--- src/hdl/cqi_pkg.sv ---
// cqi_pkg: constants, register map and carrier types for the counter input channel.
// Assumes a 125 MHz system clock and a plain address/strobe register port.
package cqi_pkg;
	// clock and time base
	localparam int CLK_MHZ       = 125;
	localparam int INT_SRC_MHZ   = 66;
	localparam int FILT_TICK_US  = 1;
	localparam int FILT_TICK_CYC = FILT_TICK_US * CLK_MHZ;
	localparam int FILT_W        = 16;

	// register byte offsets
	localparam logic [7:0] OFS_CTRL                  = 8'h00;
	localparam logic [7:0] OFS_INIT                  = 8'h04;
	localparam logic [7:0] OFS_SOURCE_GLITCH_FILTER  = 8'h08;
	localparam logic [7:0] OFS_GATE_GLITCH_FILTER    = 8'h0C;
	localparam logic [7:0] OFS_PHASE_A_GLITCH_FILTER = 8'h10;
	localparam logic [7:0] OFS_PHASE_B_GLITCH_FILTER = 8'h14;
	localparam logic [7:0] OFS_INDEX_GLITCH_FILTER   = 8'h18;
	localparam logic [7:0] OFS_RESULT_LO             = 8'h1C;
	localparam logic [7:0] OFS_RESULT_HI             = 8'h20;
	localparam logic [7:0] OFS_STATUS                = 8'h24;

	// reset values
	localparam logic [31:0] RST_INIT = 32'h0000_0000;
	localparam logic [14:0] RST_CTRL = 15'h0000;

	// filter slots, also bit positions in the pin carrier
	localparam int FI_SRC  = 0;
	localparam int FI_GATE = 1;
	localparam int FI_A    = 2;
	localparam int FI_B    = 3;
	localparam int FI_Z    = 4;
	localparam int N_FILT  = 5;

	// status bit cleared by writing one
	localparam int ST_DONE_BIT = 7;

	// float packing
	localparam logic [10:0] F64_BIAS   = 11'h3FF;
	localparam logic [10:0] F32_REBIAS = 11'h380;

	typedef enum logic [1:0] {
		MODE_COUNT  = 2'b00,
		MODE_QUAD   = 2'b01,
		MODE_PERIOD = 2'b10,
		MODE_PWIDTH = 2'b11
	} cqi_mode_t;

	typedef enum logic [1:0] {
		DEC_1X = 2'b00,
		DEC_2X = 2'b01,
		DEC_4X = 2'b10
	} cqi_dec_t;

	typedef enum logic [2:0] {
		ZP_ZHIGH = 3'b000,
		ZP_ALBL  = 3'b001,
		ZP_ALBH  = 3'b010,
		ZP_AHBL  = 3'b011,
		ZP_AHBH  = 3'b100
	} cqi_zphase_t;

	typedef enum logic [2:0] {
		FMT_I16                      = 3'b000,
		FMT_I32                      = 3'b001,
		FMT_HALFWORD_SWAPPED_INT32   = 3'b010,
		FMT_F32                      = 3'b011,
		FMT_HALFWORD_SWAPPED_FLOAT32 = 3'b100,
		FMT_F64                      = 3'b101,
		FMT_WORD_SWAPPED_FLOAT64     = 3'b110
	} cqi_fmt_t;

	// control register layout, bit 0 is mode lsb
	typedef struct packed {
		logic        run;
		cqi_fmt_t    fmt;
		cqi_zphase_t zphase;
		logic        zero_en;
		cqi_dec_t    decode;
		logic        invert;
		logic        gate_ext;
		logic        src_ext;
		cqi_mode_t   mode;
	} cqi_ctrl_t;

	// channel pins, source in bit 0
	typedef struct packed {
		logic z;
		logic b;
		logic a;
		logic gate;
		logic src;
	} cqi_pins_t;

	typedef struct packed {
		logic done;
		logic z;
		logic b;
		logic a;
		logic gate;
		logic src;
		logic gate_open;
		logic run;
	} cqi_status_t;
endpackage

--- src/hdl/cqi_glitch_filter.sv ---
// cqi_glitch_filter: minimum pulse width filter on one synchronised input.
// Assumes din_i is already in the clock domain and tick_i is a 1 us enable.
`timescale 1ns/1ps
module cqi_glitch_filter #(
	parameter int W = 16
) (
	input  wire logic         clock_i,
	input  wire logic         reset_i,
	input  wire logic         tick_i,
	input  wire logic [W-1:0] width_i,
	input  wire logic         din_i,
	output logic              dout_o
);
	logic [W-1:0] cnt_q;
	logic         dout_q;

	assign dout_o = dout_q;

	// a level must persist for width ticks before it passes; zero width passes at once
	always_ff @(posedge clock_i or posedge reset_i) begin
		if (reset_i) begin
			cnt_q  <= '0;
			dout_q <= 1'b0;
		end else if (din_i == dout_q) begin
			cnt_q <= '0;
		end else if (width_i == '0) begin
			dout_q <= din_i;
		end else if (tick_i) begin
			if (cnt_q >= W'(width_i - 1'b1)) begin
				dout_q <= din_i;
				cnt_q  <= '0;
			end else begin
				cnt_q <= cnt_q + 1'b1;
			end
		end
	end
endmodule

--- src/hdl/cqi_counter_quadrature_input.sv ---
// cqi_counter_quadrature_input: one counter input channel with quadrature decoder.
// Assumes pins are asynchronous to clock_i and software uses the plain register port.
//
// The address map and the address-and-strobe port were left to the implementer.
`timescale 1ns/1ps
module cqi_counter_quadrature_input
	import cqi_pkg::*;
#(
	parameter int FILT_W_P = FILT_W
) (
	input  wire logic        clock_i,
	input  wire logic        reset_i,
	input  wire logic [7:0]  addr_i,
	input  wire logic [31:0] wdata_i,
	input  wire logic        wr_i,
	input  wire logic        rd_i,
	output logic      [31:0] rdata_o,
	input  wire cqi_pins_t   pins_i,
	output logic      [63:0] result_o,
	output logic             meas_done_o
);
	if (FILT_W_P < 2 || FILT_W_P > 32) begin : g_bad_width
		$error("FILT_W_P must lie between 2 and 32");
	end

	localparam int DIV_W = $clog2(FILT_TICK_CYC);

	// exact double of a signed 32-bit integer
	function automatic logic [63:0] to_f64(input logic [31:0] v);
		logic        sgn;
		logic [31:0] mag;
		logic [31:0] norm;
		logic [4:0]  msb;
		sgn = v[31];
		mag = sgn ? (~v + 32'h1) : v;
		msb = 5'h0;
		for (int i = 0; i < 32; i++) begin
			if (mag[i]) begin
				msb = 5'(i);
			end
		end
		norm = mag << (5'h1F - msb);
		if (mag == 32'h0) begin
			return 64'h0;
		end
		return {sgn, F64_BIAS + {6'h00, msb}, norm[30:0], 21'h000000};
	endfunction

	// single from double; mantissa truncated, so large values round toward zero
	function automatic logic [31:0] to_f32(input logic [63:0] d);
		logic [7:0] e;
		e = (d[62:52] == 11'h0) ? 8'h00 : 8'(d[62:52] - F32_REBIAS);
		return {d[63], e, d[51:29]};
	endfunction

	function automatic logic [63:0] fmt_result(input cqi_fmt_t f, input logic [31:0] v);
		logic [63:0] d;
		logic [31:0] s;
		d = to_f64(v);
		s = to_f32(d);
		case (f)
			FMT_I16:                      return {48'h0, v[15:0]};
			FMT_HALFWORD_SWAPPED_INT32:   return {32'h0, v[15:0], v[31:16]};
			FMT_F32:                      return {32'h0, s};
			FMT_HALFWORD_SWAPPED_FLOAT32: return {32'h0, s[15:0], s[31:16]};
			FMT_F64:                      return d;
			FMT_WORD_SWAPPED_FLOAT64:     return {d[31:0], d[63:32]};
			default:                      return {32'h0, v};
		endcase
	endfunction

	cqi_pins_t          sync1_q;
	cqi_pins_t          sync2_q;
	logic [N_FILT-1:0]  sync_v;
	logic [N_FILT-1:0]  filt_v;
	logic [N_FILT-1:0]  cur_v;
	logic [N_FILT-1:0]  prev_q;
	logic [N_FILT-1:0]  rise_v;
	logic [N_FILT-1:0]  fall_v;
	logic [DIV_W-1:0]   div_q;
	logic               us_tick;
	logic [7:0]         acc_q;
	logic [8:0]         acc_sum;
	logic               int_tick;
	cqi_ctrl_t          ctrl_q;
	logic [31:0]        init_q;
	logic [FILT_W_P-1:0] fw_q [N_FILT];
	logic               run_prev_q;
	logic               start;
	logic               src_lvl;
	logic               gate_lvl;
	logic               a_lvl;
	logic               b_lvl;
	logic               gate_open;
	logic               src_step;
	logic               a_edge;
	logic               b_edge;
	logic               q_up;
	logic               q_dn;
	logic               phase_ok;
	logic               zero_hit;
	logic [31:0]        cnt_q;
	logic [31:0]        cnt_d;
	logic [15:0]        cnt_hi;
	logic               m_lvl;
	logic               m_rise;
	logic               m_fall;
	logic [31:0]        tcnt_q;
	logic [31:0]        tcnt_d;
	logic [31:0]        meas_q;
	logic [31:0]        meas_d;
	logic               armed_q;
	logic               armed_d;
	logic               m_done;
	logic               done_q;
	logic               done_st_q;
	logic [63:0]        result_q;
	logic [31:0]        rd_val;
	logic [31:0]        rdata_q;
	logic [7:0]         filt_off;
	logic               filt_hit;
	logic [2:0]         filt_idx;
	logic               wr_ctrl;
	logic               wr_init;
	logic               wr_filt;
	logic               wr_status;
	cqi_status_t        status;

	// two-flop synchroniser on every pin before anything reads it
	always_ff @(posedge clock_i or posedge reset_i) begin
		if (reset_i) begin
			sync1_q <= '0;
			sync2_q <= '0;
		end else begin
			sync1_q <= pins_i;
			sync2_q <= sync1_q;
		end
	end
	assign sync_v = sync2_q;

	// 1 us enable for the width filters
	assign us_tick = (div_q == DIV_W'(FILT_TICK_CYC - 1));
	// 66 MHz enable: phase accumulator, jitter of one 8 ns cycle traded for no second clock
	assign acc_sum  = {1'b0, acc_q} + 9'(INT_SRC_MHZ);
	assign int_tick = (acc_sum >= 9'(CLK_MHZ));
	always_ff @(posedge clock_i or posedge reset_i) begin
		if (reset_i) begin
			div_q <= '0;
			acc_q <= 8'h00;
		end else begin
			div_q <= us_tick ? '0 : div_q + 1'b1;
			acc_q <= int_tick ? 8'(acc_sum - 9'(CLK_MHZ)) : acc_sum[7:0];
		end
	end

	// register write decode
	assign filt_off  = addr_i - OFS_SOURCE_GLITCH_FILTER;
	assign filt_hit  = (addr_i >= OFS_SOURCE_GLITCH_FILTER) &&
	                   (addr_i <= OFS_INDEX_GLITCH_FILTER) && (addr_i[1:0] == 2'b00);
	assign filt_idx  = filt_off[4:2];
	assign wr_ctrl   = wr_i && (addr_i == OFS_CTRL);
	assign wr_init   = wr_i && (addr_i == OFS_INIT);
	assign wr_filt   = wr_i && filt_hit;
	assign wr_status = wr_i && (addr_i == OFS_STATUS);

	always_ff @(posedge clock_i or posedge reset_i) begin
		if (reset_i) begin
			ctrl_q <= cqi_ctrl_t'(RST_CTRL);
			init_q <= RST_INIT;
			for (int i = 0; i < N_FILT; i++) begin
				fw_q[i] <= '0;
			end
		end else begin
			if (wr_ctrl) begin
				ctrl_q <= cqi_ctrl_t'(wdata_i[14:0]);
			end
			if (wr_init) begin
				init_q <= wdata_i;
			end
			if (wr_filt) begin
				fw_q[filt_idx] <= wdata_i[FILT_W_P-1:0];
			end
		end
	end

	// one filter per input, each with its own width register
	for (genvar gi = 0; gi < N_FILT; gi++) begin : g_filt
		cqi_glitch_filter #(
			.W(FILT_W_P)
		) u_filt (
			.clock_i (clock_i),
			.reset_i (reset_i),
			.tick_i  (us_tick),
			.width_i (fw_q[gi]),
			.din_i   (sync_v[gi]),
			.dout_o  (filt_v[gi])
		);
	end

	// levels after filtering; inversion acts on the source input only
	assign src_lvl  = filt_v[FI_SRC] ^ ctrl_q.invert;
	assign gate_lvl = filt_v[FI_GATE];
	assign a_lvl    = filt_v[FI_A];
	assign b_lvl    = filt_v[FI_B];
	assign cur_v    = {filt_v[FI_Z], b_lvl, a_lvl, gate_lvl, src_lvl};
	assign rise_v   = cur_v & ~prev_q;
	assign fall_v   = ~cur_v & prev_q;

	// start and gating
	assign start     = ctrl_q.run && !run_prev_q;
	assign gate_open = ctrl_q.run && (ctrl_q.gate_ext ? gate_lvl : 1'b1);
	assign src_step  = ctrl_q.src_ext ? rise_v[FI_SRC] : int_tick;

	always_ff @(posedge clock_i or posedge reset_i) begin
		if (reset_i) begin
			prev_q     <= '0;
			run_prev_q <= 1'b0;
		end else begin
			prev_q     <= cur_v;
			run_prev_q <= ctrl_q.run;
		end
	end

	// quadrature steps; forward order is 00, 10, 11, 01
	assign a_edge = rise_v[FI_A] | fall_v[FI_A];
	assign b_edge = rise_v[FI_B] | fall_v[FI_B];
	always_comb begin
		q_up = 1'b0;
		q_dn = 1'b0;
		// both phases moving at once is illegal and ignored
		if (!(a_edge && b_edge)) begin
			case (ctrl_q.decode)
				DEC_1X: begin
					q_up = rise_v[FI_A] && !b_lvl;
					q_dn = fall_v[FI_A] && !b_lvl;
				end
				DEC_2X: begin
					q_up = a_edge && (a_lvl != b_lvl);
					q_dn = a_edge && (a_lvl == b_lvl);
				end
				default: begin
					q_up = (a_edge && (a_lvl != b_lvl)) || (b_edge && (a_lvl == b_lvl));
					q_dn = (a_edge && (a_lvl == b_lvl)) || (b_edge && (a_lvl != b_lvl));
				end
			endcase
		end
	end

	// index condition: rising Z, optionally qualified by the A/B levels
	always_comb begin
		case (ctrl_q.zphase)
			ZP_ZHIGH: phase_ok = 1'b1;
			ZP_ALBL:  phase_ok = !a_lvl && !b_lvl;
			ZP_ALBH:  phase_ok = !a_lvl && b_lvl;
			ZP_AHBL:  phase_ok = a_lvl && !b_lvl;
			ZP_AHBH:  phase_ok = a_lvl && b_lvl;
			default:  phase_ok = 1'b0;
		endcase
	end
	assign zero_hit = ctrl_q.run && ctrl_q.zero_en && rise_v[FI_Z] && phase_ok;

	// position / event counter; start and index reload win over a step
	always_comb begin
		cnt_d = cnt_q;
		if (start) begin
			cnt_d = init_q;
		end else begin
			unique case (ctrl_q.mode)
				MODE_COUNT: begin
					if (gate_open && src_step) begin
						cnt_d = cnt_q + 32'h1;
					end
				end
				MODE_QUAD: begin
					if (zero_hit) begin
						cnt_d = init_q;
					end else if (gate_open && q_up) begin
						cnt_d = cnt_q + 32'h1;
					end else if (gate_open && q_dn) begin
						cnt_d = cnt_q - 32'h1;
					end
				end
				MODE_PERIOD, MODE_PWIDTH: cnt_d = cnt_q;
			endcase
		end
	end
	assign cnt_hi = cnt_q[31:16];

	// measured signal is the source pin with internal timebase, the gate pin otherwise
	assign m_lvl  = ctrl_q.src_ext ? gate_lvl : src_lvl;
	assign m_rise = ctrl_q.src_ext ? rise_v[FI_GATE] : rise_v[FI_SRC];
	assign m_fall = ctrl_q.src_ext ? fall_v[FI_GATE] : fall_v[FI_SRC];

	// the first edge after start only arms, so no partial interval is reported
	always_comb begin
		tcnt_d  = tcnt_q;
		meas_d  = meas_q;
		armed_d = armed_q;
		m_done  = 1'b0;
		if (!ctrl_q.run || start) begin
			tcnt_d  = 32'h0;
			armed_d = 1'b0;
		end else if (ctrl_q.mode == MODE_PERIOD) begin
			if (m_rise) begin
				meas_d  = armed_q ? tcnt_q : meas_q;
				m_done  = armed_q;
				armed_d = 1'b1;
				tcnt_d  = src_step ? 32'h1 : 32'h0;
			end else if (src_step) begin
				tcnt_d = tcnt_q + 32'h1;
			end
		end else if (ctrl_q.mode == MODE_PWIDTH) begin
			if (m_fall && armed_q) begin
				meas_d  = tcnt_q;
				m_done  = 1'b1;
				armed_d = 1'b0;
				tcnt_d  = 32'h0;
			end else if (m_rise) begin
				armed_d = 1'b1;
				tcnt_d  = src_step ? 32'h1 : 32'h0;
			end else if (src_step && m_lvl) begin
				tcnt_d = tcnt_q + 32'h1;
			end
		end
	end

	always_ff @(posedge clock_i or posedge reset_i) begin
		if (reset_i) begin
			cnt_q   <= 32'h0;
			tcnt_q  <= 32'h0;
			meas_q  <= 32'h0;
			armed_q <= 1'b0;
			done_q  <= 1'b0;
		end else begin
			cnt_q   <= cnt_d;
			tcnt_q  <= tcnt_d;
			meas_q  <= meas_d;
			armed_q <= armed_d;
			done_q  <= m_done;
		end
	end

	// result formatting, one cycle behind the counter
	always_ff @(posedge clock_i or posedge reset_i) begin
		if (reset_i) begin
			result_q <= 64'h0;
		end else begin
			result_q <= fmt_result(ctrl_q.fmt, ctrl_q.mode[1] ? meas_q : cnt_q);
		end
	end

	// sticky done flag: a new measurement wins over a clear in the same cycle
	always_ff @(posedge clock_i or posedge reset_i) begin
		if (reset_i) begin
			done_st_q <= 1'b0;
		end else if (m_done) begin
			done_st_q <= 1'b1;
		end else if (wr_status && wdata_i[ST_DONE_BIT]) begin
			done_st_q <= 1'b0;
		end
	end

	assign status = '{done: done_st_q, z: filt_v[FI_Z], b: b_lvl, a: a_lvl, gate: gate_lvl,
	                  src: src_lvl, gate_open: gate_open, run: ctrl_q.run};

	// read mux; unmapped addresses read zero
	always_comb begin
		rd_val = 32'h0;
		if (filt_hit) begin
			rd_val = 32'(fw_q[filt_idx]);
		end else begin
			case (addr_i)
				OFS_CTRL:      rd_val = 32'(ctrl_q);
				OFS_INIT:      rd_val = init_q;
				OFS_RESULT_LO: rd_val = result_q[31:0];
				OFS_RESULT_HI: rd_val = result_q[63:32];
				OFS_STATUS:    rd_val = 32'(status);
				default:       rd_val = 32'h0;
			endcase
		end
	end

	// read data stands only in the cycle after the strobe
	always_ff @(posedge clock_i or posedge reset_i) begin
		if (reset_i) begin
			rdata_q <= 32'h0;
		end else begin
			rdata_q <= rd_i ? rd_val : 32'h0;
		end
	end

	assign rdata_o     = rdata_q;
	assign result_o    = result_q;
	assign meas_done_o = done_q;
endmodule

--- config.mk ---
export PLATFORM = sky130hd
export DESIGN_NAME = cqi_counter_quadrature_input
export DESIGN_NICKNAME = d
export VERILOG_FILES = /design/src/hdl/cqi_pkg.sv /design/src/hdl/cqi_glitch_filter.sv /design/src/hdl/cqi_counter_quadrature_input.sv
export SDC_FILE = /design/constraint.sdc
export NUM_CORES = 2
export LEC_CHECK = 0
export BUFFER_PORTS_ARGS = -buffer_cell sky130_fd_sc_hd__buf_2
export CORE_MARGIN = 1.5
export CORE_UTILIZATION = 35
export DETAILED_ROUTE_END_ITERATION = 12
export MAX_ROUTING_LAYER = met4
export SLEW_MARGIN = 20
export SYNTH_ARGS = -nofsm -noshare
export SYNTH_HDL_FRONTEND = slang
export SYNTH_HIERARCHICAL = 1
export SYNTH_SLANG_ARGS = --single-unit
--- constraint.sdc ---
create_clock -name clock_i -period 21 [get_ports clock_i]
set_clock_uncertainty 0.1 [all_clocks]
set_input_delay 0 -clock clock_i [delete_from_list [all_inputs] [get_ports clock_i]]
set_output_delay 0 -clock clock_i [all_outputs]
set_load 0.02 [all_outputs]
; After elaboration in Yosys (flattened, before gate mapping)
; Index checks and enable logic that the tools add are counted.
[word_totals]
reg_bits = 438
latchBits = 0
ramBits = 0
mem_bits_ro = 0
input_bits = 49
out_inout_bits = 97
wordCells = 339
mem_count = 0
[classes]
addsub = 21
multipliers = 0
div = 0
magnitude_cmp = 10
eq_ne = 36
shift = 1
muxes = 126
bitwise_logic = 15
n_reduce_logical = 83
[ops]
columns = operator, n
row1 = $mux 32, 22
row2 = $pmux 64 s6, 1
row3 = $mux 16, 23
row4 = $pmux 32 s5, 1
row5 = $mux 5, 30
row6 = $mux 64, 2
row7 = $add 32x1->32 const B, 3
row8 = $add 16x1->16 const B, 5
row9 = $bwmux 80, 1
row10 = $ge 16x16->1, 5
row11 = $logic_not 16->1, 5
row12 = $sub 16x1->16 const B, 5
row13 = $pmux 32 s2, 1
row14 = $bmux 16 s3, 1
row15 = $demux 16 s3, 1
row16 = $mux 1, 37
row17 = $reduce_bool 2->1, 18
row18 = $logic_not 32->1, 1
row19 = $not 32->32, 1
row20 = $shl 32x5->31, 1
row21 = $sub 32x1->32 const B, 1
row22 = $logic_and 1x1->1, 29
row23 = $reduce_and 3->1, 7
row24 = $eq 8x6->1 const B, 2
row25 = 50 further kinds, 89

; Depth between registers and ports, before layout
[logic_depth]
ltp_word = 41
mapped_depth = 32
mapped_depth_nobuf = 21

; By module
; The synthesis kept the hierarchy.
[modules_own_cells]
columns = mod, n_inst, cells_per_inst, area_each_um2, seq_area_each_um2
row1 = cqi_counter_quadrature_input, 1, 2425, 22525.4, 8833.5
row2 = cqi_glitch_filter at g_filt[1].u_filt ..., 3, 194, 1692.9, 425.4
row3 = cqi_glitch_filter at g_filt[0].u_filt, 1, 208, 1689.1, 425.4
row4 = cqi_glitch_filter at g_filt[4].u_filt, 1, 191, 1624.1, 425.4

; Worst setup path after synthesis
; OpenSTA, ideal clock, no wires.
[synth_timing]
path_type = reg-to-reg
startpoint = reg ctrl_q[1] (netlist bit)
endpoint = reg result_q[28], in the netlist result_o[28]
setup_time_ps = 147
arrival_ps = 6017
required_time_ps = 20753
slack_ps = 14737
stages_incl_launch_ff = 32
n_path_buf = 11
period_less_slack_ps = 6263
cell_sequence = dfrtp_1 buf_4 buf_6 buf_6 buf_2 buf_2 mux2i_1 ha_1 nor2b_1 nand4_1 a21oi_1 buf_2 buf_2 a31oi_1 xnor2_1 a311oi_1 o21bai_1 a21oi_4 inv_2 buf_2 buf_2 buf_2 ha_1 and3_1 clkbuf_1 ha_1 nand3_1 o21ai_0 a221o_1 a21oi_1 o21a_1 a21oi_1
[synth_via]
elab_chain_cells = 40
word_cells_on_any_way = 45
cone_classes = 4 x add/sub / 1 x shift / 37 x mux / 1 x bitwise / 2 x reduce/logical
[synth_rtl]
columns = element, line
row1 = start: declaration, cqi_counter_quadrature_input.sv:85  ; cqi_ctrl_t ctrl_q;
row2 = start signal: assignment, cqi_counter_quadrature_input.sv:168  ; ctrl_q <= cqi_ctrl_t'(RST_CTRL);
row3 = start signal: assignment, cqi_counter_quadrature_input.sv:175  ; ctrl_q <= cqi_ctrl_t'(wdata_i[14:0]);
row4 = $mux 32 (*), cqi_counter_quadrature_input.sv:348  ; result_q <= fmt_result(ctrl_q.fmt, ctrl_q.mode[1] ? meas_q : cnt_q);
row5 = $not 32->32, cqi_counter_quadrature_input.sv:35  ; mag = sgn ? (~v + 32'h1) : v;
row6 = $add 32x1->32, cqi_counter_quadrature_input.sv:35
row7 = $mux 32, cqi_counter_quadrature_input.sv:35
row8 = $mux 1, cqi_counter_quadrature_input.sv:38  ; if (mag[i]) begin
row9 = $mux 5 (30 in a row), cqi_counter_quadrature_input.sv:38
row10 = $add 10x5->11, cqi_counter_quadrature_input.sv:46  ; return {sgn, F64_BIAS + {6'h00, msb}, norm[30:0], 21'h000000};
row11 = $mux 64, cqi_counter_quadrature_input.sv:46
row12 = $sub 8x8->8 or $logic_not 11->1 (tied branches), cqi_counter_quadrature_input.sv:52  ; e = (d[62:52] == 11'h0) ? 8'h00 : 8'(d[62:52] - F32_REBIAS);
row13 = $mux 8, cqi_counter_quadrature_input.sv:52
row14 = $pmux 64 s6 (*), cqi_counter_quadrature_input.sv:61  ; case (f)
row15 = end signal: assignment, cqi_counter_quadrature_input.sv:348
row16 = end: declaration, cqi_counter_quadrature_input.sv:117  ; logic [63:0] result_q;
; Mark *: on every way between the ends. The rest lies on a longest branch, timed or not.
; A chain may end at the register's enable or synchronous reset.

; Worst setup path in the final report
[layout_timing]
startpoint = reg ctrl_q[1] (netlist bit)
endpoint = reg result_q[6], in the netlist result_o[6]
[layout_via]
elab_chain_cells = 39
word_cells_on_any_way = 41
cone_classes = 2 x add/sub / 1 x shift / 36 x mux / 1 x bitwise / 1 x reduce/logical
[layout_rtl]
columns = element, line
row1 = $mux 32 (*), cqi_counter_quadrature_input.sv:348
row2 = $not 32->32, cqi_counter_quadrature_input.sv:35
row3 = $add 32x1->32, cqi_counter_quadrature_input.sv:35
row4 = $mux 32, cqi_counter_quadrature_input.sv:35
row5 = $mux 1, cqi_counter_quadrature_input.sv:38
row6 = $mux 5 (30 in a row), cqi_counter_quadrature_input.sv:38
row7 = $sub 5x5->5, cqi_counter_quadrature_input.sv:42  ; norm = mag << (5'h1F - msb);
row8 = $shl 32x5->31, cqi_counter_quadrature_input.sv:42
row9 = $mux 64, cqi_counter_quadrature_input.sv:46
row10 = $pmux 64 s6 (*), cqi_counter_quadrature_input.sv:61
; Marked as above.

==> impl_metrics.csv <==
group,metric,value,unit
outcome,status,"complete, no violations",
clocking,hold_buffers,49,
layout,final_nets,3672,
setup_path,path_max_fanout,74,
clocking,post_cts_buffers,0,
detailed_routing,drt-total-wl,116000,um
layout,design_area,34800,um2
detailed_routing,drtPass1Iterations,6,
yosys,ys_seq_elements,438,
yosys,ys.flop_type,"dfrtp_1",
global_route,grt_first_pass_wirelength,175000,um
setup_path,cpPeakStageDelay,0.93,ns
global_route,grt_util_all_layers,25.9,%
global_route,antenna_found_initial,3,
sta,setup_tns,0,ns
yosys,yosys_warnings,6,
detailed_routing,drt_iter0_markers,3245,
power_and_ir_drop,irDropWorstVdd,0.102,mV
sta,post-route-period-util,37.1,%
layout,fillers,8728,
yosys,synthTopCellsByArea,"dfrtp_1 35%, mux2_2 5.5%, nand2_1 4.5%, ha_1 4.4%, nor2_1 3.5%",
floorplanning,core-area,87200,um2
yosys,syn-instance-count,3406,
power_and_ir_drop,total_power,0.00341,W
clocking,cts_max_level,2,
power_and_ir_drop,p_leak,15.0,nW
clocking,path_clk_slew,0.07,ns
placed_design,hpwl,86700,um
floorplanning,rows,108,
sta,whs,0.0539,ns
global_route,grt_pass1_vias,27100,
flow_run,drv_cap,0,
clocking,clock_tree.root_cell,"clkbuf_16",
detailed_routing,routed-wl-met3,8530,um
sta,timing.slew.headroom,23.2,%
placed_design,place_congestion,1.00,
floorplanning,ioPinCount,146,
floorplanning,die_w,300,um
global_route,grt_max_degree,113,
detailed_routing,top_layer,"met4",
setup_path,cp_cell_sequence,"buf_4 -> mux2i_4 -> buf_4 -> nor4_1 -> a2111oi_0 -> and3_1 -> a2111oi_0 -> a221oi_1 -> nor4_4 -> nor2_4 -> inv_4 -> and2_4 -> a22oi_4 -> a21oi_1 -> o31ai_1 -> o22a_1 -> o211ai_1",
yosys,syn_area_per_cell,9.08,um2
yosys,syn-cell-area,30900,um2
hold_path,hold_class,"in -> reg",
placed_design,dpl-instance-area,32700,um2
detailed_routing,viasPerCell,6.13,
floorplanning,dieArea,90100,um2
setup_path,start_kind,"flip-flop",
floorplanning,initial_core_util,35.5,%
detailed_routing,ant_nets,0,
yosys,syn_nets,3563,
setup_path,crit_required,21.38,ns
clocking,tritoncts,"yes",
sta,setup_viol,0,
yosys,synth_common_cells,"438 x dfrtp_1, 373 x nand2_1, 285 x nor2_1",
floorplanning,die_h,300,um
clocking,clk_latency,0.64,ns
yosys,synthArstFlopShare,100,%
detailed_routing,wl_per_cell,24.6,um
layout,final_cells,4710,
detailed_routing,met2_length,51800,um
clocking,cts_resized,0,
detailed_routing,vias,28900,
detailed_routing,drt-met1-wl,49000,um
clocking,cts_buffer_depth,3,
placed_design,placedCellCount,4568,
sta,hold_viol,0,
yosys,yosysTopAreaCell,"dfrtp_1",
yosys,synth_edf_count,0,
yosys,synth_top_area_share,35.5,%
setup_path,end_kind,"flip-flop",
setup_path,path_class,"reg -> reg",
setup_path,slowest_stage,"o31ai_1",
clocking,numCtsBuffers,49,
global_route,overflow,0,
setup_path,cp_data_arrival_time,8.18,ns
yosys,synth_seq_area_share,35.5,%
yosys,yosys.cell_types.count,132,
layout,syn_to_final_growth,12.4,%
placed_design,io_buffer_count,145,
sta,period_needed,7.80,ns
layout,drive_above_1_share,16.4,%
yosys,synth_most_common_cell,"dfrtp_1",
sta,rsz0062_at_grt,"no",
sta,fmax,128,MHz
sta,worstMarginPinSlew,1.12,ns
detailed_routing,drc,0,
sta,slew_violations,0,
power_and_ir_drop,powerDensity,98.2,nW/um2
clocking,cts_sinks,438,
worst max-delay path, delay by kind of cell, from the launching register on:
kind	cells	cell delay [ns]
and+or+nand+nor	5	1.48
DFF	1	0.56
buffers and inverters	3	1.57
muxes	1	0.71
AOI/OAI and AO/OA	8	3.16
per-stage QoR:
| stage | setup WS, ns | utilization (%) |
|---|---|---|
| final | 13.20 | 39.9 |
| after CTS | 13.55 | 39.9 |
| after floorplan | 11.11 | - |
| after global routing | 12.83 | 39.9 |
| after global placement | 13.60 | 37.5 |
| after detailed placement | 13.57 | 37.5 |
cell type report:
type | instances | area [um2] | share of cell area [%]
tap | 1155 | 1450 | 4.16
sequential | 438 | 11000 | 31.5
multi-input combinational | 2706 | 18800 | 54.2
inverter | 73 | 284 | 0.817
antenna | 2 | 5.00 | 0.0144
clock inverter | 19 | 219 | 0.630
clock buffer | 70 | 1380 | 3.96
timing repair buffer | 247 | 1620 | 4.65
per-layer routing:
layer  track usage, %  vias up
li1                 -    13000
met3             3.71      279
met5                -        -
met4             12.7        0
met1             33.9    14300
met2             39.2     1278
cell usage in the layout, fill, tap and decap left out, drive strengths merged, types with 33 or more instances in the layout:
master,Yosys,routed
dlygate4sd3,0,49
ha,108,108
nand2b,33,33
xor2,72,72
or3,39,39
inv,71,73
o211ai,53,53
xnor2,109,109
nor3,121,121
and2,47,47
clkbuf,127,70
and3,39,39
dfrtp,438,438
mux2,156,156
o22ai,33,33
nand3,119,119
nor2,290,290
nor4,42,42
mux2i,71,71
a31oi,50,50
a21oi,172,172
a221oi,55,55
buf,62,198
nand4,54,54
o21ai,209,209
a211oi,44,44
nand2,378,378
report_power, final:
part | total, W | internal, W | switching [W]
clock network | 0.000869 | 0.000485 | 0.000384
logic | 0.00152 | 0.000485 | 0.00104
registers | 0.00102 | 0.000897 | 0.000122
kinds of logic (layout without fill, tap and decap cells):
family | count (synthesis) | in the layout | synth area share, %
other cells | 0 | 2 | 0
fa+ha+maj | 108 | 108 | 4.37
xor+xnor | 181 | 181 | 5.13
flops | 438 | 438 | 35.5
compound gates | 918 | 918 | 21.3
simple gates | 1254 | 1254 | 20.6
mux | 245 | 245 | 9.43
buf+inv | 262 | 409 | 3.70
final timing paths:
kind / startpoint / endpoint / slack (ns) / cells after the start
min reg2reg: sync1_q[3] / sync2_q[3] / 0.25 / 0
min: wdata_i[31] / init_q[31] / 0.05 / 3
max in group asynchronous: reset_i / result_o[41] / 18.50 / 5
max: ctrl_q[1] / result_o[6] / 13.20 / 17
max reg2reg: ctrl_q[1] / result_o[6] / 13.20 / 17
min in group asynchronous: reset_i / g_filt[3].u_filt/cnt_q[14] / 0.10 / 3
registers in the layout, indices dropped and copies added, names as in the netlist, 7 cells and up:
signal and flops:
fw_q 80, cnt_q 32, acc_q 8, meas_q 32, g_filt.u_filt/cnt_q 80, init_q 32
ctrl_q 15, result_o 64, div_q 7, rdata_o 32, tcnt_q 32
(Power assumes the default switching activity.)
